`src/rtl/tx_event_pkg.sv`:
```
package tx_event_pkg;

  // register byte offsets on the avalon slave
  localparam logic [5:0] CTRL_OFS = 6'h00;
  localparam logic [5:0] IRQ_STATUS_OFS = 6'h04;
  localparam logic [5:0] IRQ_MASK_OFS = 6'h08;
  localparam logic [5:0] LAST_RECORD_OFS = 6'h0C;
  localparam logic [5:0] LAST_SIZE_OFS = 6'h10;
  localparam logic [5:0] STAMP_NOW_OFS = 6'h14;

  // control register fields
  localparam int CTRL_WIDE_TAG_BIT = 0;
  localparam int CTRL_NO_RETX_BIT = 1;
  localparam int CTRL_PRESCALE_LSB = 4;
  localparam int PRESCALE_W = 4;
  localparam logic [31:0] CTRL_RESET = 32'h0000_0000;

  // interrupt status bits
  localparam int IRQ_W = 2;
  localparam int IRQ_STORED_BIT = 0;
  localparam int IRQ_CANCEL_BIT = 1;
  localparam logic [IRQ_W-1:0] IRQ_RESET = 2'h0;

  // record word fields
  localparam int REC_TAG_LO_LSB = 24;
  localparam int REC_KIND_LSB = 22;
  localparam int REC_FD_BIT = 21;
  localparam int REC_BRS_BIT = 20;
  localparam int REC_DLC_LSB = 16;
  localparam int REC_TAG_HI_LSB = 8;
  localparam int REC_CAPTURE_VALID_BIT = 4;
  localparam int STAMP_W = 16;

  typedef enum logic [1:0] {
    KIND_RSVD0 = 2'h0,
    KIND_VALID = 2'h1,
    KIND_SENT_DESPITE_CANCEL = 2'h2,
    KIND_RSVD3 = 2'h3
  } event_kind_t;

  // classic frames never carry more than this
  localparam logic [6:0] CLASSIC_MAX_BYTES = 7'h08;

endpackage : tx_event_pkg

```
`src/rtl/stamp_if.sv`:
```
`timescale 1ns/1ps
interface stamp_if;
  import tx_event_pkg::*;
  logic [PRESCALE_W-1:0] prescale;
  logic start;
  logic [STAMP_W-1:0] now;
  logic [STAMP_W-1:0] captured;

  modport ctrl (output prescale, output start, input now, input captured);
  modport timer (input prescale, input start, output now, output captured);
endinterface : stamp_if

```
`src/rtl/stamp_timer.sv`:
```
`timescale 1ns/1ps
module stamp_timer (
  input wire logic clk_sys_in,
  input wire logic srst_in,
  stamp_if.timer st
);
  import tx_event_pkg::*;

  logic [PRESCALE_W-1:0] div_cnt;
  logic tick;
  logic [STAMP_W-1:0] count;
  logic [STAMP_W-1:0] capture;

  // compare with >= so a smaller prescale takes effect at once
  // instead of letting the divider run round all sixteen counts
  assign tick = (div_cnt >= st.prescale);

  // prescaler: one tick every prescale+1 clocks
  always_ff @(posedge clk_sys_in) begin
    if (srst_in) begin
      div_cnt <= '0;
    end else if (tick) begin
      div_cnt <= '0;
    end else begin
      div_cnt <= div_cnt + 1'b1;
    end
  end

  // free running counter, wraps silently
  // prescaled tick resolution
  always_ff @(posedge clk_sys_in) begin
    if (srst_in) begin
      count <= '0;
    end else if (tick) begin
      count <= count + 1'b1;
    end
  end

  always_ff @(posedge clk_sys_in) begin
    if (srst_in) begin
      capture <= '0;
    end else if (st.start) begin
      capture <= count;
    end
  end

  assign st.now = count;
  assign st.captured = capture;
endmodule : stamp_timer

```
`src/rtl/can_tx_event_record_fmt.sv`:
```
`timescale 1ns/1ps
module can_tx_event_record_fmt (
  input wire logic clk_sys_in,
  input wire logic srst_in,
  // avalon-mm slave
  input wire logic [5:0] avs_address_in,
  input wire logic avs_read_in,
  input wire logic avs_write_in,
  input wire logic [31:0] avs_writedata_in,
  input wire logic [3:0] avs_byteenable_in,
  output logic [31:0] avs_readdata_out,
  output logic avs_waitrequest_out,
  output logic irq_out,
  // bus engine side
  input wire logic tx_start_in,
  input wire logic tx_done_in,
  input wire logic [15:0] tx_msg_tag_in,
  input wire logic fd_frame_flag_in,
  input wire logic rate_switch_flag_in,
  input wire logic [3:0] dlc_in,
  input wire logic cancel_req_in,
  input wire logic event_store_request_in,
  // record towards the message ram queue
  output logic [31:0] record_out,
  output logic record_valid_out,
  output logic [6:0] payload_bytes_out
);
  import tx_event_pkg::*;

  stamp_if st ();

  stamp_timer u_timer (
    .clk_sys_in(clk_sys_in),
    .srst_in(srst_in),
    .st(st)
  );

  logic [31:0] ctrl;
  logic [IRQ_W-1:0] irq_status;
  logic [IRQ_W-1:0] irq_mask;
  logic wide_tag_enable;
  logic no_retransmit_setting;
  logic [PRESCALE_W-1:0] stamp_prescale;
  logic bus_req;
  logic wr_take;
  logic store_now;
  event_kind_t next_kind;
  logic [31:0] next_record;
  logic [31:0] next_readdata;
  logic [IRQ_W-1:0] set_bits;
  logic [IRQ_W-1:0] clr_bits;

  // length code to payload bytes, used for record and register
  function automatic logic [6:0] dlc_to_bytes(input logic [3:0] dlc, input logic fd);
    logic [6:0] n;
    n = {3'h0, dlc};
    if (dlc > 4'h8) begin
      if (!fd) begin
        n = CLASSIC_MAX_BYTES;
      end else begin
        unique case (dlc)
          4'h9: n = 7'h0C;
          4'hA: n = 7'h10;
          4'hB: n = 7'h14;
          4'hC: n = 7'h18;
          4'hD: n = 7'h20;
          4'hE: n = 7'h30;
          default: n = 7'h40;
        endcase
      end
    end
    return n;
  endfunction : dlc_to_bytes

  // byte-lane merge for register writes
  function automatic logic [31:0] merge_be(input logic [31:0] old, input logic [31:0] wd,
                                           input logic [3:0] be);
    logic [31:0] r;
    r = old;
    for (int i = 0; i < 4; i++) begin
      if (be[i]) begin
        r[i*8 +: 8] = wd[i*8 +: 8];
      end
    end
    return r;
  endfunction : merge_be

  assign wide_tag_enable = ctrl[CTRL_WIDE_TAG_BIT];
  assign no_retransmit_setting = ctrl[CTRL_NO_RETX_BIT];
  assign stamp_prescale = ctrl[CTRL_PRESCALE_LSB +: PRESCALE_W];
  assign st.prescale = stamp_prescale;
  assign st.start = tx_start_in;

  // only frames that asked for a record
  assign store_now = tx_done_in && event_store_request_in;

  // event kind from cancel request and retransmit mode
  always_comb begin
    if (no_retransmit_setting || cancel_req_in) begin
      next_kind = KIND_SENT_DESPITE_CANCEL;
    end else begin
      next_kind = KIND_VALID;
    end
  end

  // assemble the word from the current completion inputs; without wide tags the low half is the stamp captured at tx start
  always_comb begin
    next_record = 32'h0000_0000;
    next_record[REC_TAG_LO_LSB +: 8] = tx_msg_tag_in[7:0];
    next_record[REC_KIND_LSB +: 2] = next_kind;
    next_record[REC_FD_BIT] = fd_frame_flag_in;
    next_record[REC_BRS_BIT] = rate_switch_flag_in;
    next_record[REC_DLC_LSB +: 4] = dlc_in;
    if (wide_tag_enable) begin
      next_record[REC_TAG_HI_LSB +: 8] = tx_msg_tag_in[15:8];
      next_record[REC_CAPTURE_VALID_BIT] = 1'b0;
    end else begin
      next_record[STAMP_W-1:0] = st.captured;
    end
  end

  // record output: one word per completion that asked for a record, so order follows send order
  // single-cycle word
  always_ff @(posedge clk_sys_in) begin
    if (srst_in) begin
      record_out <= 32'h0000_0000;
      record_valid_out <= 1'b0;
      payload_bytes_out <= 7'h00;
    end else begin
      record_valid_out <= store_now;
      if (store_now) begin
        record_out <= next_record;
        payload_bytes_out <= dlc_to_bytes(dlc_in, fd_frame_flag_in);
      end
    end
  end

  // avalon handshake: waitrequest drops one cycle after the request,
  // the write lands on the next edge, as it rises again; costs a cycle but keeps outputs registered
  assign bus_req = avs_read_in || avs_write_in;
  assign wr_take = avs_write_in && !avs_waitrequest_out;

  always_ff @(posedge clk_sys_in) begin
    if (srst_in) begin
      avs_waitrequest_out <= 1'b1;
    end else if (bus_req && avs_waitrequest_out) begin
      avs_waitrequest_out <= 1'b0;
    end else begin
      avs_waitrequest_out <= 1'b1;
    end
  end

  // read mux, unmapped reads return zero
  always_comb begin
    unique case (avs_address_in)
      CTRL_OFS: next_readdata = ctrl;
      IRQ_STATUS_OFS: next_readdata = {30'h0, irq_status};
      IRQ_MASK_OFS: next_readdata = {30'h0, irq_mask};
      LAST_RECORD_OFS: next_readdata = record_out;
      LAST_SIZE_OFS: next_readdata = {25'h0, payload_bytes_out};
      STAMP_NOW_OFS: next_readdata = {16'h0, st.now};
      default: next_readdata = 32'h0000_0000;
    endcase
  end

  always_ff @(posedge clk_sys_in) begin
    if (srst_in) begin
      avs_readdata_out <= 32'h0000_0000;
    end else if (avs_read_in && avs_waitrequest_out) begin
      avs_readdata_out <= next_readdata;
    end
  end

  // control register; only defined fields are kept
  always_ff @(posedge clk_sys_in) begin
    if (srst_in) begin
      ctrl <= CTRL_RESET;
    end else if (wr_take && avs_address_in == CTRL_OFS) begin
      ctrl <= merge_be(ctrl, avs_writedata_in, avs_byteenable_in)
              & {24'h0, 4'hF, 2'h0, 2'h3};
    end
  end

  always_ff @(posedge clk_sys_in) begin
    if (srst_in) begin
      irq_mask <= IRQ_RESET;
    end else if (wr_take && avs_address_in == IRQ_MASK_OFS && avs_byteenable_in[0]) begin
      irq_mask <= avs_writedata_in[IRQ_W-1:0];
    end
  end

  // sticky status, write one to clear; a new event wins over the clear
  always_comb begin
    set_bits = '0;
    set_bits[IRQ_STORED_BIT] = store_now;
    set_bits[IRQ_CANCEL_BIT] = store_now && (next_kind == KIND_SENT_DESPITE_CANCEL);
    clr_bits = '0;
    if (wr_take && avs_address_in == IRQ_STATUS_OFS && avs_byteenable_in[0]) begin
      clr_bits = avs_writedata_in[IRQ_W-1:0];
    end
  end

  always_ff @(posedge clk_sys_in) begin
    if (srst_in) begin
      irq_status <= IRQ_RESET;
    end else begin
      irq_status <= (irq_status & ~clr_bits) | set_bits;
    end
  end

  // level interrupt, registered so it lags status by one cycle
  always_ff @(posedge clk_sys_in) begin
    if (srst_in) begin
      irq_out <= 1'b0;
    end else begin
      irq_out <= |(irq_status & irq_mask);
    end
  end

endmodule : can_tx_event_record_fmt

```
`config.mk`:
```
export PLATFORM = sky130hd
export DESIGN_NAME = can_tx_event_record_fmt
export DESIGN_NICKNAME = d
export VERILOG_FILES = /design/src/rtl/tx_event_pkg.sv /design/src/rtl/stamp_if.sv /design/src/rtl/stamp_timer.sv /design/src/rtl/can_tx_event_record_fmt.sv
export SDC_FILE = /design/constraint.sdc
export NUM_CORES = 1
export LEC_CHECK = 0
export CORE_UTILIZATION = 50
export CTS_CLUSTER_DIAMETER = 120
export CTS_CLUSTER_SIZE = 14
export DETAILED_ROUTE_END_ITERATION = 7
export DONT_BUFFER_PORTS = 1
export SLEW_MARGIN = 30
export SYNTH_ARGS = -nofsm -noshare
export SYNTH_HDL_FRONTEND = slang
export SYNTH_SLANG_ARGS = --single-unit
```
`constraint.sdc`:
```
create_clock -name clk_sys_in -period 3.75 [get_ports clk_sys_in]
set_input_delay 1.125 -clock clk_sys_in [delete_from_list [all_inputs] [get_ports clk_sys_in]]
set_output_delay 1.125 -clock clk_sys_in [all_outputs]
set_load 0.02 [all_outputs]
```
# [Word-level counts from Yosys, hierarchy flattened]
# Index checks and enable logic that the tools add are counted.
# W data, S select, Z words.
[totals] input_bits=72 out_inout_bits=74 word_cells=60 reg_bits=120
[classes] reduce_logical=17 add_sub_neg=2 n_bitwise=4 order_cmp=2 eq_ne=12 mux=11
[op_table] op="$pmux W32 S6" count=1
[op_table] op="$pmux W7 S6" count=1
[op_table] op="$eq A4 B4 Y1 const B" count=6
[op_table] op="$add A16 B1 Y16 const B" count=1
[op_table] op="$mux W7" count=2
[op_table] op="$eq A6 B4 Y1 const B" count=2
[op_table] op="$eq A6 B5 Y1 const B" count=2
[op_table] op="$logic_and A1 B1 Y1" count=10
[op_table] op="$mux W8" count=1
[op_table] op="$eq A6 B3 Y1 const B" count=1
[op_table] op="$logic_not A6 Y1" count=1
[op_table] op="$add A4 B1 Y4 const B" count=1
[op_table] op="$and A2 B2 Y2" count=2
[op_table] op="$ge A4 B4 Y1" count=1
[op_table] op="$gt A4 B4 Y1 const B" count=1
[op_table] op="$mux W2" count=2
[op_table] op="$mux W4" count=1
[op_table] op="$reduce_or A2 Y1" count=2
[op_table] op="$mux W3" count=1
[op_table] op="$eq A2 B2 Y1 const B" count=1
[op_table] op="$logic_or A1 B1 Y1" count=2
[op_table] op="$mux W1" count=2
[op_table] op="$not A2 Y2" count=1
[op_table] op="$or A2 B2 Y2" count=1
[op_table] op="other kinds (2)" count=2

# [Logic depth before layout (Yosys ltp)]
[depth] ltp_word=8 mapped_depth=8

# [Cells and area by module]
# A second synthesis with hierarchy kept.
[unflattened] hier_cells=582 hier_area_um2=5167.5
[by_module_without_submodules] mod="can_tx_event_record_fmt" n_inst=1 seq_area_each_um2=1681.6 cells_per_inst=404 area_each_um2=3485.8
[by_module_without_submodules] mod="stamp_timer" n_inst=1 seq_area_each_um2=720.7 cells_per_inst=178 area_each_um2=1681.6

# [Worst setup path before layout]
# OpenSTA, ideal clock, no wires.
[synth_path] kind="input -> register" startpoint="input port avs_address_in[5]" endpoint="register ctrl[0]" arrival_time_ns=2.472 slack_ns=1.151 stages=5 required_time_ns=3.622 cell_sequence="or4_4 buf_6 nor4b_4 mux2i_1 nor2_1"
[synth_via] elab_chain_cells=3
[synth_lines] item="start, declared" line_no="can_tx_event_record_fmt.sv:6" rtl="input wire logic [5:0] avs_address_in,"
[synth_lines] item="$logic_not A6 Y1" line_no="can_tx_event_record_fmt.sv:178" rtl="end else if (wr_take && avs_address_in == CTRL_OFS) begin"
[synth_lines] item="$logic_and A1 B1 Y1" line_no="can_tx_event_record_fmt.sv:178"
[synth_lines] item="$reduce_and A2 Y1 (no line)"
[synth_lines] item="end signal, assigned" line_no="can_tx_event_record_fmt.sv:179" rtl="ctrl <= merge_be(ctrl, avs_writedata_in, avs_byteenable_in)"
[synth_lines] item="end, declared" line_no="can_tx_event_record_fmt.sv:38" rtl="logic [31:0] ctrl;"
# No other way between the ends.
# A chain may end at the register's enable or synchronous reset.

# [Worst setup path in the final report]
[layout_path] startpoint="input port avs_read_in" endpoint="register avs_readdata_out[10]"
[layout_via] elab_chain_cells=1
[layout_lines] item="start, declared" line_no="can_tx_event_record_fmt.sv:7" rtl="input wire logic avs_read_in,"
[layout_lines] item="$logic_and A1 B1 Y1" line_no="can_tx_event_record_fmt.sv:169" rtl="end else if (avs_read_in && avs_waitrequest_out) begin"
[layout_lines] item="end signal, assigned" line_no="can_tx_event_record_fmt.sv:170" rtl="avs_readdata_out <= next_readdata;"
[layout_lines] item="end, declared" line_no="can_tx_event_record_fmt.sv:11" rtl="output logic [31:0] avs_readdata_out,"
# No other way between the ends.

==> results.ini <==
[outcome]
status=finished, final reports clean

[cells_and_area]
nNetsFinal=629
syn_to_final_growth_pct=14.2
fill_cells=876
utilization_pct=58.9
antenna_cells=0
layout-drive-gt1-share_pct=8.16

[sta]
rsz0062_at_grt=no
clock_skew_ns=0.00732
whs_ns=0.483
setup_viol=0
timing.final.crit_period_ns=2.24
slew_viol_final=0
finalCritPeriodShare_pct=59.8
fin_tns_setup_ns=0
relSlewSlack_pct=41.3
worst_slew_pin_slew_ns=0.879
fmax_ghz=0.446
hold_viol=0
setup_ws_ns=1.51

[logic_synthesis]
async_flop_share_pct=0
synth_seq_cells=120
synth_edf_count=0
synthCells=569
yosys.area.top_type=dfxtp_1
synth.top_cell.area_share_pct=47.6
syn_area_um2=5040
yosysUniqueCellTypes=49
postSynthAreaPerCell_um2=8.86
synth_flop_cell=dfxtp_1
syn_nets=647
yosys-top-cells-area=dfxtp_1 48%, mux2i_1 7.5%, nand2_1 6.0%
seq_area_frac_synth_pct=47.6
ys_warn_count=0

[worst_setup_path]
required_ns=4.18
crit_fanout=19
startpoint=avs_read_in
r2r-start=u_timer.div_cnt[0]
cp-end-kind=flop
criticalPathCategory=input pin to flop
cp_data_arrival_time_ns=2.67
cp-start-kind=input pin

[die]
rows=36
io_pins=146
die_h_um=102
dieArea_um2=10500
core_area_um2=9770
die_width_um=102
initial_core_util_pct=51.6

[clock_tree]
cts_setup_buffers=0
clockBufferDepth=2
cts_hold_buffers=0
cts_made_buffers=17
clkTransAtPathRegs_ns=0.06
clock_latency_ns=0.51
cts_max_level=4
clock-sinks=120
tritoncts=built
cts-root-buf=clkbuf_8
cts_resized=0

[placed_design]
hpwl_mm=8.12
post-place-ws_ns=0.985
gp_congestion=0.818
port_buffers=0

[pwr]
clock_power_share_pct=56.0
vdd_drop_max_uv=247
total_power_w=0.00325
seq_power_share_pct=41.3
powerDensity_nw_per_um2=565
switching_share_pct=20.2
power_switching_w=0.000656
p_int_w=0.00260
combPwrFrac_pct=2.7
p_leak_nw=1.97

[drt]
viasPerCell=5.84
drt-pass1-iter-count=5
wl_per_cell_um=17.3
wirelength_mm=12.1
routed-via-count=4069
final_antenna_net_count=0
drc=0
drt_iter0_drc=247

[min_path]
min_from=u_timer.st.captured[2]
hp-class=flop to flop

[global_route]
grt_max_degree=113
antenna_found_initial=0
track_usage_pct=23.4
grt_pass1_vias=3534
grt-ovfl-total=0
grt_pass1_wl_mm=18.5

[job]
drv_cap=0

[per-layer routing]
layer	GRT usage, %	routed length [um]
met1	33.0	5460
met2	33.4	5460
met3	7.52	1010
met4	7.91	141
met5	0	0
[placed cells by master (no fill, tap or decap), types with 10 or more instances in the layout]
cell type and n:
o21ai_1 13, clkbuf_16 16, a21oi_1 58, nand2_1 80, mux2i_1 38, nor2_1 50, nor3_1 10, dfxtp_1 120
nand3_1 27, a22oi_1 10
[cells by family after synthesis]
| kind of cell | synth area share (%) |
|---|---|
| and+or+nand+nor | 21.6 |
| AOI/OAI and AO/OA | 15.0 |
| muxes | 9.77 |
| DFF | 47.6 |
| buffers and inverters | 4.04 |
| adders and majority gates | 1.49 |
| xor gates and xnor gates | 0.521 |
[worst paths after layout]
path / end / cells past startpoint / slack (ns)
min reg2reg: record_out[2] / 2 / 0.48
max: avs_readdata_out[10] / 3 / 1.51
min: record_out[2] / 2 / 0.48
max reg2reg: u_timer.st.now[14] / 7 / 1.51
[through the flow]
step           area, um^2  cells
2_1_floorplan        5040    569
3_3_place_gp         5070    664
3_5_place_dp         5070    664
4_1_cts              5750    696
5_1_grt              5760    697
6_report             5760    697
[critical path, cell delays in order]
cell	delay (ns)
and2_1	0.61
nand4_1	0.64
o21ai_1	0.29
[sequential cells by signal (all words and copies together), names as in the netlist]
name	cells
u_timer.st.now	16
irq_out	1
payload_bytes_out	7
ctrl	6
record_out	32
avs_readdata_out	32
u_timer.st.captured	16
avs_waitrequest_out	1
u_timer.div_cnt	4
irq_mask	2
record_valid_out	1
irq_status	2
[power by group through the flow]
stage / logic (W) / clock network [W] / registers (W)
global placement: 0.0000859 / 0 / 0.00137
global route: 0.0000979 / 0.00192 / 0.00135
CTS: 0.0000877 / 0.00185 / 0.00134
detailed placement: 0.0000872 / 0 / 0.00137
finish: 0.0000870 / 0.00182 / 0.00134
floorplan: 0.0000972 / 0 / 0.00136
[synthesized netlist by cell type, types with 5 or more instances]
master and number:
nand4_1 6, or4_1 9, mux2i_1 38, and4_1 5
mux2_1 5, inv_1 8, nor3_1 10, o31ai_1 9
nand3b_1 8, ha_1 6, o21ai_1 13, dfxtp_1 120
a21oi_1 58, nand2_1 80, nor2_1 50, nor2b_1 5
clkbuf_1 36, a211oi_1 9, a221oi_1 6, o21ai_0 5
a22oi_1 10, nand3_1 27
[layout make-up]
cell class	count	area (um^2)	area share, %
clock buffer	20	455	7.91
clock inverter	12	220	3.82
inverter	8	30.0	0.521
multi-input combinational	398	2440	42.3
sequential	120	2400	41.7
tap	133	166	2.89
timing repair buffer	6	48.8	0.847
Power figures use the tool's default switching activity.
